==> config.mk <==
export PLATFORM = sky130hd
export DESIGN_NAME = bru_unit
export DESIGN_NICKNAME = d
export VERILOG_FILES = /design/src/logic/bru_pkg.sv /design/src/logic/bru_shifter.sv /design/src/logic/bru_unit.sv
export SDC_FILE = /design/constraint.sdc
export NUM_CORES = 1
export LEC_CHECK = 0
export BUFFER_PORTS_ARGS = -buffer_cell sky130_fd_sc_hd__buf_2
export CAP_MARGIN = 40
export CORE_AREA = 2 2 47 49
export CTS_BUF_LIST = sky130_fd_sc_hd__clkbuf_4 sky130_fd_sc_hd__clkbuf_8 sky130_fd_sc_hd__clkbuf_16
export DETAILED_ROUTE_END_ITERATION = 7
export DIE_AREA = 0 0 49 51
export HOLD_SLACK_MARGIN = 0.06
export PLACE_DENSITY = 0.67
export SLEW_MARGIN = 15
export SYNTH_ARGS = -nofsm -noshare
export SYNTH_HDL_FRONTEND = slang
export SYNTH_SLANG_ARGS = --single-unit
==> constraint.sdc <==
create_clock -name clk_sys -period 1.2 [get_ports clk_sys]
set_input_delay 0.24 -clock clk_sys [delete_from_list [all_inputs] [get_ports clk_sys]]
set_output_delay 0.24 -clock clk_sys [all_outputs]
set_load 0.005 [all_outputs]
==> src/logic/bru_pkg.sv <==
// package for the byte rotate unit: opcodes, widths, reset values
// assumes the core's decoder encodes rotate operations with bru_op_t
`default_nettype none
package bru_pkg;
   localparam int unsigned BRU_W        = 8;       // operand width
   localparam int unsigned BRU_MSB      = 7;       // top bit position
   localparam int unsigned BRU_LSB      = 0;       // bottom bit position
   localparam logic [7:0]  BRU_ACC_RST  = 8'h00;   // working register reset value
   localparam logic        BRU_C_RST    = 1'b0;    // carry reset value
   localparam logic [7:0]  BRU_MEM_RST  = 8'h00;   // write-back data reset value

   // rotate operations; bit 2 = right, bit 1 = via carry, bit 0 = to working
   typedef enum logic [2:0] {
      BRU_ROT_L_MEM  = 3'b000,  // rotate_left_in_place
      BRU_ROT_L_ACC  = 3'b001,  // rotate_left_to_working
      BRU_ROT_LC_MEM = 3'b010,  // rotate_left_via_flag_in_place
      BRU_ROT_LC_ACC = 3'b011,  // rotate_left_via_flag_to_working
      BRU_ROT_R_MEM  = 3'b100,  // rotate_right_in_place
      BRU_ROT_R_ACC  = 3'b101,  // rotate_right_to_working
      BRU_ROT_RC_MEM = 3'b110,  // rotate_right_via_flag_in_place
      BRU_ROT_RC_ACC = 3'b111   // rotate_right_via_flag_to_working
   } bru_op_t;
endpackage
`default_nettype wire

==> src/logic/bru_shifter.sv <==
// combinational rotator: one-bit left or right, optionally through carry
// assumes the caller registers the results
`default_nettype none
module bru_shifter
   import bru_pkg::*;
(
   input  wire logic [7:0] operand,    // data memory operand
   input  wire logic       carry_in,   // current carry flag
   input  wire logic       dir_right,  // high rotates right
   input  wire logic       via_carry,  // high uses the 9-bit ring
   output logic      [7:0] result,     // rotated byte
   output logic            carry_out   // bit pushed out of the byte
);
   // fill bit is either the wrapped operand bit or the old carry
   wire logic fill_left  = via_carry ? carry_in : operand[BRU_MSB];
   wire logic fill_right = via_carry ? carry_in : operand[BRU_LSB];

   assign result    = dir_right ? {fill_right, operand[7:1]}
                                : {operand[6:0], fill_left};
   assign carry_out = dir_right ? operand[BRU_LSB] : operand[BRU_MSB];
endmodule // bru_shifter
`default_nettype wire

==> src/logic/bru_unit.sv <==
// byte rotate unit top: registers working register, carry and write-back
// assumes decoder pulses op_valid for one cycle with mem_rdata valid then
// timing of one operation
// edge 0: op_valid, op and mem_rdata are sampled; the shifter settles before it
// edge 0: working_register and carry load here when the form asks for it
// edge 0: mem_we and mem_wdata launch; the memory takes them at edge 1
// a through-carry op issued right after another sees the updated carry,
// since the carry flop feeds the shifter directly with no bypass path
// limitation: a memory form followed at once by an operation on the same
// byte still reads the old byte, because the write-back lands one edge
// late; the decoder must leave a gap or forward the data itself
//
// opcode map
// bit 2 selects right, bit 1 selects the 9-bit ring through carry, and
// bit 0 selects the working register as destination instead of memory
`default_nettype none
module bru_unit
   import bru_pkg::*;
(
   input  wire logic       clk_sys,    // core clock, 250 MHz
   input  wire logic       rstn,       // synchronous reset, active low
   input  wire logic       op_valid,   // one-cycle operation strobe
   input  wire bru_op_t    op,         // rotate operation select
   input  wire logic [7:0] mem_rdata,  // operand read from data memory
   output logic      [7:0] working_register, // accumulator value
   output logic            carry,      // carry flag
   output logic      [7:0] mem_wdata,  // write-back data
   output logic            mem_we      // write-back strobe, one cycle
);
   logic [7:0] rot_result;
   logic       rot_carry;

   // op field decode; shared by the enables, the reference model and the
   // assertions; the covers still read op[0] and op[1] directly
   function automatic logic bru_is_working(input bru_op_t o);
      return o[0];
   endfunction

   function automatic logic bru_is_ring(input bru_op_t o);
      return o[1];
   endfunction

   function automatic logic bru_is_right(input bru_op_t o);
      return o[2];
   endfunction

   wire logic to_working = bru_is_working(op);
   wire logic via_carry  = bru_is_ring(op);
   wire logic dir_right  = bru_is_right(op);

   bru_shifter u_shift (
      .operand   (mem_rdata),
      .carry_in  (carry),
      .dir_right (dir_right),
      .via_carry (via_carry),
      .result    (rot_result),
      .carry_out (rot_carry)
   );

   // write enables for the three destinations
   wire logic load_acc   = op_valid & to_working;
   wire logic load_mem   = op_valid & ~to_working;
   wire logic load_carry = op_valid & via_carry;

   // working register; memory forms leave it alone
   always_ff @(posedge clk_sys) begin
      if (!rstn) working_register <= BRU_ACC_RST;
      else if (load_acc) working_register <= rot_result;
   end

   // carry only moves on through-carry forms, same edge as result
   always_ff @(posedge clk_sys) begin
      if (!rstn) carry <= BRU_C_RST;
      else if (load_carry) carry <= rot_carry;
   end

   // write-back data held registered so memory sees a clean strobe
   always_ff @(posedge clk_sys) begin
      if (!rstn) begin
         mem_we    <= 1'b0;
         mem_wdata <= BRU_MEM_RST;
      end else begin
         mem_we <= load_mem;
         if (load_mem) mem_wdata <= rot_result;
      end
   end

   // reference model for the checks, written from the bit equations and not
   // from the shifter, so a slip in the shifter cannot hide itself
   function automatic logic [8:0] bru_ref(input bru_op_t    o,
                                          input logic [7:0] d,
                                          input logic       c);
      logic       fill;
      logic [7:0] res;
      logic       cout;
      fill = bru_is_ring(o) ? c : (bru_is_right(o) ? d[0] : d[7]);
      if (bru_is_right(o)) begin
         res  = {fill, d[7:1]};
         cout = d[0];
      end else begin
         res  = {d[6:0], fill};
         cout = d[7];
      end
      return {cout, res};
   endfunction

   wire logic [8:0] ref_next = bru_ref(op, mem_rdata, carry); // carry in bit 8
endmodule // bru_unit
`default_nettype wire

==> impl_results.md <==
- Outcome: completed
- Synth cell types: 18
- Fillers: about 210
- CTS tree: yes
- Critical path type: reg2out
- Min-Delay Path Class: in2reg
- Post-CTS Setup Inserts: 0
- Setup TNS: 0 ns
- Yosys top cell area share: 47.2%
- Io pins: 32
- Crit start category: flip-flop
- Crit path DAT: 0.79 ns
- Syn_nets: 91
- Die X: 49 µm
- CTS Root Cell: clkbuf_4
- Htree depth: 1
- Core area: 0.00206 mm²
- Max Cap Viol: 0
- Routed wire length: 1.60 mm
- RSZ-0062 raised after global routing: false
- Slew Viols, Final: 0
- Post-route setup slack: 0.167 ns
- DR WL/cell: 11.8 µm
- Largest net degree at the start of global routing: 19
- Internal: 0.910 mW
- Sw Share: 25.0%
- Slew HR: 80.0%
- Ys Warns: 0
- Slowest-stage cell, CP: dfxtp_1
- Starting Density: ~37%
- NetSw: roughly 0.30 mW
- Total vias in the final route: 647
- Worst-Skew Late Latency: just under 0.3 ns
- Minimum clock period: a little over 1 ns
- Setup crit end kind: primary output
- Post-DP HPWL: 1.22 mm
- Fin nets: 123
- Final core utilization: 46.0%
- Routability cong.: approximately 0.74
- Rows: 17
- Clock slew at reported path FFs: approximately 0.11 ns
- Fmax: 0.968 GHz
- Dpl ws: approximately 0.062 ns
- Sequential share of power: 53.9%
- Fin Hold WS: 0.200 ns
- Post-CTS Hold Buffers: 0
- Area growth from synthesis to layout: 24.3%
- Cell Chain, Critical Path: buf_2
- Die area: between 0.002 and 0.0025 mm²
- Vias in the first global route: ~600
- Yosys reg bits: 18
- Final Hold Vio Count: 0
- Antenna violations before repair: 0
- Routed Antenna Nets: 0
- Layout cells sized above 1: 38.9%
- Worst EP required: ~0.96 ns
- Cell taking the most area after synthesis: dfxtp_1
- Die H: 51 µm
- Syn_area_per_cell: 9.91 µm²
- Ranking of synthesized cells by area: dfxtp_1 (47%), a211oi_1 (12%), mux2i_1 (10%)
- Clock Sinks: 18
- Sequential fraction of the synthesis area: between 40% and 50%
- Critical path peak fanout: 4
- CTS resizes: 0
- WP buf/inv: 1
- Logic pwr share: 15.7%
- Worst VDD drop: 0.595 mV
- Clock Path Buffers: 2
- Final setup viols: 0
- Post-Syn Area: 763 µm²
- Crit path max-delay family: flip-flops
- Tot GR Track Use: around 14%
- # port buffers: 31
- Drt pass-1 iters: 3
- Tcrit/Tclk final: 86.1%
- Antenna cells: 0
- First-pass GRT wire length: 2.64 mm
- Slew @ Worst Pin: 0.300 ns
- Drt initial violations: 2
- P_leak: 0.437 nW
- Setup Skew: 0.00685 ns
- Clock share of power: between 30 and 40%
- GRT overflow: 0
- Cell Pwr Density: roughly 1300 mW/mm²
- Residual DRC count: 0
- Total CTS buffers: 3
- Via density: 4.76
- Crit path largest cell delay: 0.38 ns
- Cells after Synth: 77
state kept, by name (all words and copies together), names as in the netlist:
signal / cells
mem_wdata: 8
working_register: 8
carry: 1
mem_we: 1
worst paths after layout:
path           startpoint      endpoint  slack, ns  cells past startpoint
min                 op[1]         carry       0.20                      2
min reg2reg  mem_wdata[7]  mem_wdata[7]       0.46                      2
max reg2reg         carry  mem_wdata[0]       0.17                      3
max                 carry         carry       0.17                      1
synth_stat cells:
master	number
a21oi_1	5
nor2_1	11
and2b_4	1
mux2_2	1
nor2_2	3
dfxtp_1	18
a311oi_1	1
and2_4	1
mux2i_1	8
buf_8	1
inv_2	1
a211oi_1	12
nand2_1	5
clkbuf_1	1
buf_6	2
a211o_1	2
o211ai_1	2
nand2b_1	2
power by group through the flow:
stage / Sequential, mW / Clock [mW] / Combinational (mW)
final: 0.654 / 0.369 / 0.190
after global routing: 0.660 / 0.402 / 0.214
after CTS: 0.655 / 0.375 / 0.193
after detailed placement: 0.668 / 0 / 0.192
after global placement: 0.667 / 0 / 0.191
after floorplan: 0.672 / 0 / 0.115
cell families after synthesis:
group           Yosys count  synth area share (%)
simple gates             23                  14.4
compound gates           22                  20.5
flops                    18                  47.2
mux                       9                  12.0
buf+inv                   5                  5.90
metrics by stage:
| step | power (mW) | std cells | cell area [µm²] |
|---|---|---|---|
| floorplan | 0.787 | 77 | 763 |
| global placement | 0.858 | 132 | 912 |
| detailed placement | 0.860 | 132 | 912 |
| CTS | 1.22 | 136 | 948 |
| global route | 1.28 | 136 | 948 |
| finish | 1.21 | 136 | 948 |
placed cells by master, fill, tap and decap left out:
cell type and instances:
a211o_1 2, a211oi_1 12, a21oi_1 5, a311oi_1 1, and2_4 1, and2b_4 1, buf_2 31, clkbuf_4 3
clkbuf_8 1, dfxtp_1 18, inv_2 1, mux2_2 1, mux2i_1 8, nand2_1 5, nand2b_1 2, nor2_1 11
nor2_2 3, o211ai_1 2
per-layer routing:
metal,vias up,track usage [%],wire length [µm]
met1,290,17.6,786
met4,0,5.71,0
met2,17,22.8,750
met3,0,2.63,65
met5,-,0,0
li1,340,-,-
layout make-up:
type,instances,area (µm²),area share [%]
clock buffer,4,36.3,3.83
inverter,1,3.75,0.396
multi-input combinational,54,358,37.7
sequential,18,360,38.0
tap,28,35.0,3.69
timing repair buffer,31,155,16.4
(Power assumes the default switching activity.)
